$ cat src/pwd_defines.svh
`ifndef PWD_DEFINES_SVH
`define PWD_DEFINES_SVH

// register addresses on the peripheral transfer port
`define PWD_ADDR_W 7
`define PWD_ADDR_DUTY2 7'h46
`define PWD_ADDR_DUTY1 7'h45
`define PWD_ADDR_DUTY0 7'h44

// duty register layout
`define PWD_DUTY_W 9
`define PWD_DUTY_RST 9'h1FF
`define PWD_LATCH8_MSB 7
`define PWD_DATA_W 16

// shared counter
`define PWD_CNT_W 9
`define PWD_CNT_MASK8 9'h0FF
`define PWD_CNT_MASK9 9'h1FF
`define PWD_SHIFT8 9'h040
`define PWD_SHIFT9 9'h080

// basic clock rates, in hertz, and the master clock rate
`define PWD_MCLK_HZ 40000000
`define PWD_BASE_FAST_HZ 1125000
`define PWD_BASE_SLOW_HZ 112500
`define PWD_ACC_W 26
`define PWD_ACC_MOD 26'(`PWD_MCLK_HZ)
`define PWD_ACC_FAST 26'(`PWD_BASE_FAST_HZ)
`define PWD_ACC_SLOW 26'(`PWD_BASE_SLOW_HZ)
`define PWD_ACC_QUARTER 26'(`PWD_MCLK_HZ / 4)

`endif

$ cat src/pwd_pkg.sv
`default_nettype none

package pwd_pkg;

  typedef logic [8:0] pwd_duty_t;
  typedef logic [8:0] pwd_count_t;

  typedef enum logic [1:0] {
    PWD_SEL_NONE,
    PWD_SEL_DUTY0,
    PWD_SEL_DUTY1,
    PWD_SEL_DUTY2
  } pwd_reg_sel_e;

endpackage

`default_nettype wire

$ cat src/pwd_channel.sv
`include "pwd_defines.svh"
`default_nettype none

module pwd_channel #(
  parameter int CH = 0
) (
  input wire logic mclk,
  input wire logic rst_b,
  input wire pwd_pkg::pwd_duty_t duty,
  input wire pwd_pkg::pwd_count_t count,
  input wire logic wide_mode,
  input wire logic first_quarter,
  input wire logic pwm_sel,
  input wire logic latch_bit,
  input wire logic force_gp,
  output logic pin_o,
  output logic pin_oe_b
);

  // channels 1 and 2 see the counter rotated (channel 0 by zero), so edges do not all coincide
  wire pwd_pkg::pwd_count_t shift_step;
  wire pwd_pkg::pwd_count_t rot_count;
  wire pwd_pkg::pwd_count_t mask;
  wire pwd_pkg::pwd_count_t cmp_count;
  wire pwd_pkg::pwd_duty_t cmp_duty;
  wire wave_high;
  wire gp_mode;
  wire next_level;

  assign shift_step = wide_mode ? `PWD_SHIFT9 : `PWD_SHIFT8;
  assign rot_count = 9'(count + 9'(shift_step * 9'(CH)));
  assign mask = wide_mode ? `PWD_CNT_MASK9 : `PWD_CNT_MASK8;
  assign cmp_count = rot_count & mask;
  assign cmp_duty = duty & mask;

  // equal values still give a quarter basic period of high level
  assign wave_high = (cmp_duty > cmp_count) ||
                     ((cmp_duty == cmp_count) && first_quarter);

  assign gp_mode = force_gp || !pwm_sel;
  assign next_level = gp_mode ? latch_bit : wave_high;

  // open drain: only ever pulls low, the pull-up gives the high level
  always_ff @(posedge mclk) begin
    if (!rst_b) begin
      pin_o <= 1'b0;
      pin_oe_b <= 1'b0;
    end else begin
      pin_o <= 1'b0;
      pin_oe_b <= next_level;
    end
  end

endmodule

`default_nettype wire

$ cat src/pwd_pwm_dac.sv
`include "pwd_defines.svh"
`default_nettype none

module pwd_pwm_dac (
  input wire logic mclk,
  input wire logic rst_b,
  input wire logic [`PWD_ADDR_W-1:0] reg_addr,
  input wire logic reg_put,
  input wire logic reg_get,
  input wire logic [`PWD_DATA_W-1:0] reg_wdata,
  output logic [`PWD_DATA_W-1:0] reg_rdata,
  input wire logic counter_width_select,
  input wire logic base_clock_select,
  input wire logic timer_function_select,
  input wire logic shared_counter_clear,
  input wire logic shared_counter_run,
  input wire logic pin0_output_select,
  input wire logic pin1_output_select,
  input wire logic pin2_output_select,
  input wire logic port_latch_bit0,
  input wire logic port_latch_bit1,
  input wire logic port_latch_bit2,
  input wire logic clock_stop,
  output logic [2:0] wave_out_o,
  output logic [2:0] wave_out_oe_b
);

  pwd_pkg::pwd_duty_t duty_register_channel0;
  pwd_pkg::pwd_duty_t duty_register_channel1;
  pwd_pkg::pwd_duty_t duty_register_channel2;
  pwd_pkg::pwd_count_t shared_count;
  logic [`PWD_ACC_W-1:0] base_acc;

  // ---- basic clock generation ----
  // a fractional accumulator keeps the average rate exact although
  // the master clock is no integer multiple of either basic clock;
  // the cost is a one-cycle jitter on each basic clock edge
  wire [`PWD_ACC_W-1:0] acc_step;
  wire [`PWD_ACC_W:0] acc_sum;
  wire base_tick;
  wire [`PWD_ACC_W-1:0] next_base_acc;
  wire first_quarter;

  assign acc_step = base_clock_select ? `PWD_ACC_SLOW
                                      : `PWD_ACC_FAST;
  assign acc_sum = {1'b0, base_acc} + {1'b0, acc_step};
  assign base_tick = acc_sum >= {1'b0, `PWD_ACC_MOD};
  assign next_base_acc = base_tick
    ? `PWD_ACC_W'(acc_sum - {1'b0, `PWD_ACC_MOD})
    : acc_sum[`PWD_ACC_W-1:0];
  assign first_quarter = base_acc < `PWD_ACC_QUARTER;

  always_ff @(posedge mclk) begin
    if (!rst_b) begin
      base_acc <= '0;
    end else begin
      base_acc <= next_base_acc;
    end
  end

  // ---- shared counter ----
  // no halt or CE reset input: those states leave it running as is
  wire pwd_pkg::pwd_count_t count_mask;
  wire pwd_pkg::pwd_count_t next_shared_count;

  assign count_mask = counter_width_select ? `PWD_CNT_MASK9
                                           : `PWD_CNT_MASK8;
  assign next_shared_count = 9'(shared_count + 9'h001) &
                             count_mask;

  always_ff @(posedge mclk) begin
    if (!rst_b) begin
      shared_count <= '0;
    end else if (shared_counter_clear) begin
      shared_count <= '0;
    end else if (shared_counter_run && base_tick) begin
      shared_count <= next_shared_count;
    end
  end

  // ---- register decode ----
  wire pwd_pkg::pwd_reg_sel_e reg_sel;
  wire sel_duty0;
  wire sel_duty1;
  wire sel_duty2;
  wire latch_mode;
  wire pwd_pkg::pwd_duty_t wr_duty9;
  wire pwd_pkg::pwd_duty_t wr_duty8;

  assign reg_sel =
    (reg_addr == `PWD_ADDR_DUTY0) ? pwd_pkg::PWD_SEL_DUTY0 :
    (reg_addr == `PWD_ADDR_DUTY1) ? pwd_pkg::PWD_SEL_DUTY1 :
    (reg_addr == `PWD_ADDR_DUTY2) ? pwd_pkg::PWD_SEL_DUTY2 :
    pwd_pkg::PWD_SEL_NONE;
  assign sel_duty0 = reg_sel == pwd_pkg::PWD_SEL_DUTY0;
  assign sel_duty1 = reg_sel == pwd_pkg::PWD_SEL_DUTY1;
  assign sel_duty2 = reg_sel == pwd_pkg::PWD_SEL_DUTY2;

  // timer use turns channels 1 and 0 into plain byte latches
  assign latch_mode = timer_function_select;
  // only the low nine bits of a transfer are kept
  assign wr_duty9 = reg_wdata[`PWD_DUTY_W-1:0];
  assign wr_duty8 = {1'b0, reg_wdata[`PWD_LATCH8_MSB:0]};

  wire pwd_pkg::pwd_duty_t wr_duty_low;

  assign wr_duty_low = latch_mode ? wr_duty8 : wr_duty9;

  // ---- duty registers ----
  // clock stop reloads all-ones so a restart never begins at zero
  always_ff @(posedge mclk) begin
    if (!rst_b || clock_stop) begin
      duty_register_channel0 <= `PWD_DUTY_RST;
    end else if (reg_put && sel_duty0) begin
      duty_register_channel0 <= wr_duty_low;
    end
  end

  always_ff @(posedge mclk) begin
    if (!rst_b || clock_stop) begin
      duty_register_channel1 <= `PWD_DUTY_RST;
    end else if (reg_put && sel_duty1) begin
      duty_register_channel1 <= wr_duty_low;
    end
  end

  // channel 2 is never a byte latch, always nine bits wide
  always_ff @(posedge mclk) begin
    if (!rst_b || clock_stop) begin
      duty_register_channel2 <= `PWD_DUTY_RST;
    end else if (reg_put && sel_duty2) begin
      duty_register_channel2 <= wr_duty9;
    end
  end

  // ---- read path ----
  wire [`PWD_DATA_W-1:0] rd_duty0;
  wire [`PWD_DATA_W-1:0] rd_duty1;
  wire [`PWD_DATA_W-1:0] rd_duty2;
  wire [`PWD_DATA_W-1:0] next_reg_rdata;

  // upper bits of every duty register read as zero
  assign rd_duty0 = {7'h00, duty_register_channel0};
  assign rd_duty1 = {7'h00, duty_register_channel1};
  assign rd_duty2 = {7'h00, duty_register_channel2};
  assign next_reg_rdata = sel_duty0 ? rd_duty0 :
                          sel_duty1 ? rd_duty1 :
                          sel_duty2 ? rd_duty2 :
                          16'h0000;

  // read data stands until the next read strobe
  always_ff @(posedge mclk) begin
    if (!rst_b) begin
      reg_rdata <= 16'h0000;
    end else if (reg_get) begin
      reg_rdata <= next_reg_rdata;
    end
  end

  // ---- pin control ----
  // timer use and clock stop both force port mode on every pin
  wire force_gp;

  assign force_gp = timer_function_select || clock_stop;

  wire wide_mode;

  assign wide_mode = counter_width_select;

  // one channel instance per pin, all fed from one counter and clock
  pwd_channel #(
    .CH(0)
  ) u_ch0 (
    .mclk(mclk),
    .rst_b(rst_b),
    .duty(duty_register_channel0),
    .count(shared_count),
    .wide_mode(wide_mode),
    .first_quarter(first_quarter),
    .pwm_sel(pin0_output_select),
    .latch_bit(port_latch_bit0),
    .force_gp(force_gp),
    .pin_o(wave_out_o[0]),
    .pin_oe_b(wave_out_oe_b[0])
  );

  pwd_channel #(
    .CH(1)
  ) u_ch1 (
    .mclk(mclk),
    .rst_b(rst_b),
    .duty(duty_register_channel1),
    .count(shared_count),
    .wide_mode(wide_mode),
    .first_quarter(first_quarter),
    .pwm_sel(pin1_output_select),
    .latch_bit(port_latch_bit1),
    .force_gp(force_gp),
    .pin_o(wave_out_o[1]),
    .pin_oe_b(wave_out_oe_b[1])
  );

  pwd_channel #(
    .CH(2)
  ) u_ch2 (
    .mclk(mclk),
    .rst_b(rst_b),
    .duty(duty_register_channel2),
    .count(shared_count),
    .wide_mode(wide_mode),
    .first_quarter(first_quarter),
    .pwm_sel(pin2_output_select),
    .latch_bit(port_latch_bit2),
    .force_gp(force_gp),
    .pin_o(wave_out_o[2]),
    .pin_oe_b(wave_out_oe_b[2])
  );

endmodule

`default_nettype wire

$ cat config.mk
export PLATFORM = sky130hd
export DESIGN_NAME = pwd_pwm_dac
export DESIGN_NICKNAME = d
export VERILOG_FILES = /design/src/pwd_pkg.sv /design/src/pwd_channel.sv /design/src/pwd_pwm_dac.sv
export VERILOG_INCLUDE_DIRS = /design/src
export SDC_FILE = /design/constraint.sdc
export NUM_CORES = 1
export LEC_CHECK = 0
export BUFFER_PORTS_ARGS = -buffer_cell sky130_fd_sc_hd__buf_2
export CAP_MARGIN = 5
export CORE_ASPECT_RATIO = 1.75
export CORE_MARGIN = 3
export CORE_UTILIZATION = 64
export DETAILED_ROUTE_END_ITERATION = 8
export PLACE_DENSITY = 0.91
export SYNTH_ARGS = -nofsm -noshare
export SYNTH_HDL_FRONTEND = slang
export SYNTH_SLANG_ARGS = --single-unit
$ cat constraint.sdc
create_clock -name mclk -period 6 [get_ports mclk]
set_input_delay 0.6 -clock mclk [delete_from_list [all_inputs] [get_ports mclk]]
set_output_delay 0.6 -clock mclk [all_outputs]
set_load 0.05 [all_outputs]
## Yosys cells after proc, flatten, opt, wreduce, memory -nomap -nowiden

Index checks and enable logic that the tools add are counted.

- $add $sub $neg: 5
- Multiply operators: 0
- Div/mod/pow operators: 0
- $lt $le $gt $ge: 5
- Equal/unequal tests: 9
- Shift operators: 0
- Muxes and demuxes: 14
- Bitwise gates (word level): 8
- Reduce and logical (&&, ||, !) cells: 20

Operators with widths:

| operator | count |
|---|---|
| $and 9x9->9 | 7 |
| $mux 9 | 5 |
| $add 26x21->27 | 1 |
| $eq 9x9->1 | 3 |
| $ge 27x26->1 const B | 1 |
| $gt 9x9->1 | 3 |
| $lt 26x24->1 const B | 1 |
| $mux 26 | 1 |
| $sub 26x26->26 const B | 1 |
| $eq 7x7->1 const B | 3 |
| $mux 21 | 1 |
| $add 9x9->9 | 2 |
| $add 9x1->9 const B | 1 |
| $logic_or 1x1->1 | 8 |
| $mux 8 | 1 |
| $logic_and 1x1->1 | 7 |
| $mux 2 | 3 |
| $eq 2x2->1 const B | 2 |
| $logic_not 1->1 | 4 |
| $mux 1 | 3 |
| $eq 2x1->1 const B | 1 |
| $reduce_or 2->1 | 1 |
| $not 1->1 | 1 |

- Register bits: 81
- Latch bits: 0
- RAM bits: 0
- Memory bits (read-only): 0
- Bits of input ports: 39
- Output and inout port bits: 22
- Logic and storage cells: 70
- Memories: 0

## Logic depth before layout (Yosys ltp)

- Depth in word-level cells: 8
- Mapped depth: 16
- Depth with buffers taken out: 14

## By module

From an unflattened synthesis, not the netlist that was laid out.

- Cells, all modules: 699
- Area total of the unflattened synthesis: 5326.4 um2

Modules (own cells, without submodules):

| module | instances | cells an instance | area an instance (um2) | sequential area each (um2) |
|---|---|---|---|---|
| pwd_pwm_dac | 1 | 571 | 4374.2 | 1381.3 |
| pwd_channel (u_ch1) | 1 | 44 | 337.8 | 20.0 |
| pwd_channel (u_ch2) | 1 | 43 | 311.5 | 20.0 |
| pwd_channel (u_ch0) | 1 | 41 | 302.8 | 20.0 |

## Worst setup path before layout

No wires, ideal clock.

- Path type: input port to flip-flop
- Start point: in base_clock_select
- End point: reg shared_count[7]
- Setup time: 70 ps
- Arrival: 3761 ps
- Required time: 5930 ps
- Setup slack: 2169 ps
- Stages on the path: 14
- Path buffers: 0
- Cell sequence: inv_1 -> ha_1 -> a21o_1 -> a21oi_2 -> nor3b_1 -> nor4_1 -> inv_1 -> ha_1 -> nand3b_1 -> a21o_1 -> a21o_1 -> a31o_4 -> or4_1 -> a21oi_1

- Word-level cells in the longest chain between the ends: 4

RTL lines:

| element | line | text |
|---|---|---|
| start: declaration | pwd_pwm_dac.sv:13 | `input wire logic base_clock_select,` |
| $mux 21 (no source line) | -- |  |
| $add 26x21->27 | pwd_pwm_dac.sv:46 | `assign acc_sum = {1'b0, base_acc} + {1'b0, acc_step};` |
| $ge 27x26->1 | pwd_pwm_dac.sv:47 | `` assign base_tick = acc_sum >= {1'b0, `PWD_ACC_MOD}; `` |
| $logic_and 1x1->1 | pwd_pwm_dac.sv:76 | `end else if (shared_counter_run && base_tick) begin` |
| end signal: assignment | pwd_pwm_dac.sv:77 | `shared_count <= next_shared_count;` |
| end: declaration | pwd_pwm_dac.sv:31 | `pwd_pkg::pwd_count_t shared_count;` |

No other way between the ends.
A chain may end at the register's enable or synchronous reset.

## Worst setup path in the final report

Same ends and word-level chain as after synthesis.

==> flow_metrics.tcl <==
set metrics [dict create \
    area_growth_pct 8.864 \
    place_hpwl_um 11550 \
    clk_pin_slew_worst_paths_ns 0.06 \
    critPathCaptureType "register" \
    clock_latency_ns 0.34 \
    yosysSeqAreaShare_pct 26.94 \
    ys_async_sr_fraction_pct 0 \
    viasPerCell 6.607 \
    routedWlPerCell_um 18.84 \
    slew_headroom_pct 35.51 \
    design.core.area_mm2 0.008016 \
    grt_pass1_wl_um 24560 \
    grt_max_degree 30 \
    combPwrFrac_pct 46.7 \
    rsz0062_at_grt "no" \
    cts_hold_buf 0 \
    cts_tree "built" \
    synth_seq_cells 72 \
    initial_core_util_pct 66.74 \
    postRouteAntennaNets 0 \
    cts.sinks 72 \
    period_minus_slack_ns 4.484 \
    synth_top_area_share_pct 26.94 \
    drive_above_1_share_pct 11.10 \
    irDropWorstVdd_uv 248.1 \
    finalSetupViolations 0 \
    cp_max_fo 27 \
    fmax_mhz 223.0 \
    die_h_um 127.0 \
    drtPass1Iterations 5 \
    powerDensity_mw_per_mm2 380.2 \
    drt-initial-drc-count 255 \
    p_sw_uw 933.1 \
    finalInstanceArea_mm2 0.005824 \
    cts_buffers 9 \
    skew_ns 0.005638 \
    worstMarginPinSlew_ns 0.9663 \
    path_class "primary input to register" \
    status "complete, no violations" \
    diodes 0 \
    hold_viol_final 0 \
    die-area_mm2 0.009536 \
    grtUsageTotal_pct 33.32 \
    critPathRequiredTime_ns 6.27 \
    yosys.area.top_type "dfxtp_1" \
    period_share_pct 74.73 \
    cts_buffer_depth 2 \
    port_buffers 43 \
    drc 0 \
    die_w_um 75.12 \
    syn_area_mm2 0.005350 \
    place_ws_ns 1.229 \
    yosys_warnings 0 \
    start_kind "primary input" \
    worstPathArrival_ns 4.76 \
    final_cell_mix "nand2_1 (92), dfxtp_1 (72), nor2_1 (56)" \
    clkPwrFrac_pct 26.3 \
    num_rows 43 \
    setup_slack_ns 1.516 \
    grt_overflow 0 \
    nets 801 \
    netlist_instances 696 \
    synth.distinct_cells 67 \
    holdCritPathClass "primary input to register" \
    routed_wl_um 15280 \
    htree_levels 3 \
    ios 61 \
    place_area_mm2 0.005503 \
    final_core_util_pct 72.65 \
    fin_setup_tns_ns 0 \
    synth_edf_count 0 \
    p_leak_uw 0.002553 \
    p_int_uw 1281 \
    cap_violations 0 \
    post_cts_resized 0 \
    switching_share_pct 42.14 \
    globalplace.congestion 0.9779 \
    cts_root_buffer "clkbuf_16" \
    vias 5358 \
    mostFrequentLayoutCell "nand2_1" \
    synth.area.top_cells "dfxtp_1 (27%), ha_1 (10%), nand2_1 (6.5%)" \
    grt_pass1_vias 5301 \
    syn_avg_cell_area_um2 7.687 \
    post-cts-setup-buffer-count 0 \
    drv_slew 0 \
    synth_top_flop_cell "dfxtp_1" \
    seqPwrFrac_pct 27.0 \
    antenna_found_initial 0 \
]
==> stage by stage <==
step	cells	hold WS, ns	total power [uW]
floorplan	705	0.4548	1385
global placement	795	0.4673	1568
detailed placement	795	0.4767	1605
CTS	811	0.4689	2182
global route	811	0.4835	2324
finish	811	0.4652	2214
==> worst max-delay path, cell delays in order <==
cell	delay [ns]
buf_2	0.23
inv_1	0.21
ha_1	0.49
nand3_1	0.19
a211o_1	0.34
a311oi_2	0.45
o31ai_1	0.17
xor2_1	0.20
o31ai_1	0.61
nor2_1	0.25
a31o_4	0.36
or4_1	0.49
a21oi_1	0.15
==> kinds of logic after synthesis <==
group                      Yosys count  synth area share, %
and+or+nand+nor                    302                27.60
AOI/OAI and AO/OA                  169                22.31
DFF                                 72                26.94
buffers and inverters               72                6.151
adders and majority gates           46                11.04
xor gates and xnor gates            21                3.438
muxes                               13                2.456
other                                1              0.07009
==> sequential cells by signal, summed over array words and instances, names as in the netlist <==
name	cells
duty_register_channel0	9
duty_register_channel2	9
u_ch1.pin_oe_b	1
reg_rdata	9
u_ch0.pin_oe_b	1
duty_register_channel1	9
u_ch2.pin_oe_b	1
base_acc	24
shared_count	9
==> path summary, 6_finish.rpt <==
| check | slack (ns) | cells past startpoint | endpoint | from |
|---|---|---|---|---|
| hold reg to reg | 0.50 | 2 | reg_rdata[1] | reg_rdata[1] |
| setup reg to reg | 1.95 | 11 | shared_count[7] | base_acc[10] |
| hold / removal | 0.47 | 2 | u_ch0.pin_oe_b | pin0_output_select |
| setup / recovery | 1.52 | 13 | shared_count[7] | base_clock_select |
==> Yosys cell counts (all sizes together), types with 2 or more instances <==
library cell  number
nand2             92
dfxtp             72
nor2              56
a21oi             47
ha                44
nand3             38
nor3              30
o21a              29
inv               25
buf               24
clkbuf            22
o21ai             21
and2              19
nand4             15
mux2i             12
xnor2             12
or3               11
o211ai            10
o31ai             10
a21o               9
xor2               9
a211o              7
a211oi             7
a311oi             7
and3               7
nor2b              7
nor4               5
nand2b             4
or2                4
and4               3
nor3b              3
o211a              3
or4                3
a2111oi            2
a221oi             2
a31o               2
a31oi              2
a41oi              2
fa                 2
nand4b             2
o21bai             2
==> power by group through the flow <==
stage                     Sequential (uW)  Clock [uW]  Combinational (uW)
after floorplan                       564           0                 821
after global placement                603           0                 965
after detailed placement              606           0                 999
after CTS                             595         575                1010
after global routing                  607         591                1130
final                                 598         582                1030
==> metal layers <==
layer / wire, um / vias up / track usage [%]
met3: 686 / 85 / 4.837
li1: - / 2529 / -
met4: 1014 / 0 / 22.22
met5: 0 / - / 0
met1: 5317 / 2499 / 32.95
met2: 8265 / 245 / 60.53
==> final cells by class <==
type	instances	area, um^2
sequential	72	1441
tap	90	112.6
clock buffer	10	239.0
clock inverter	6	82.58
inverter	26	97.59
timing repair buffer	46	237.7
fill	609	2192
multi-input combinational	561	3613
Power figures use the tool's default switching activity.
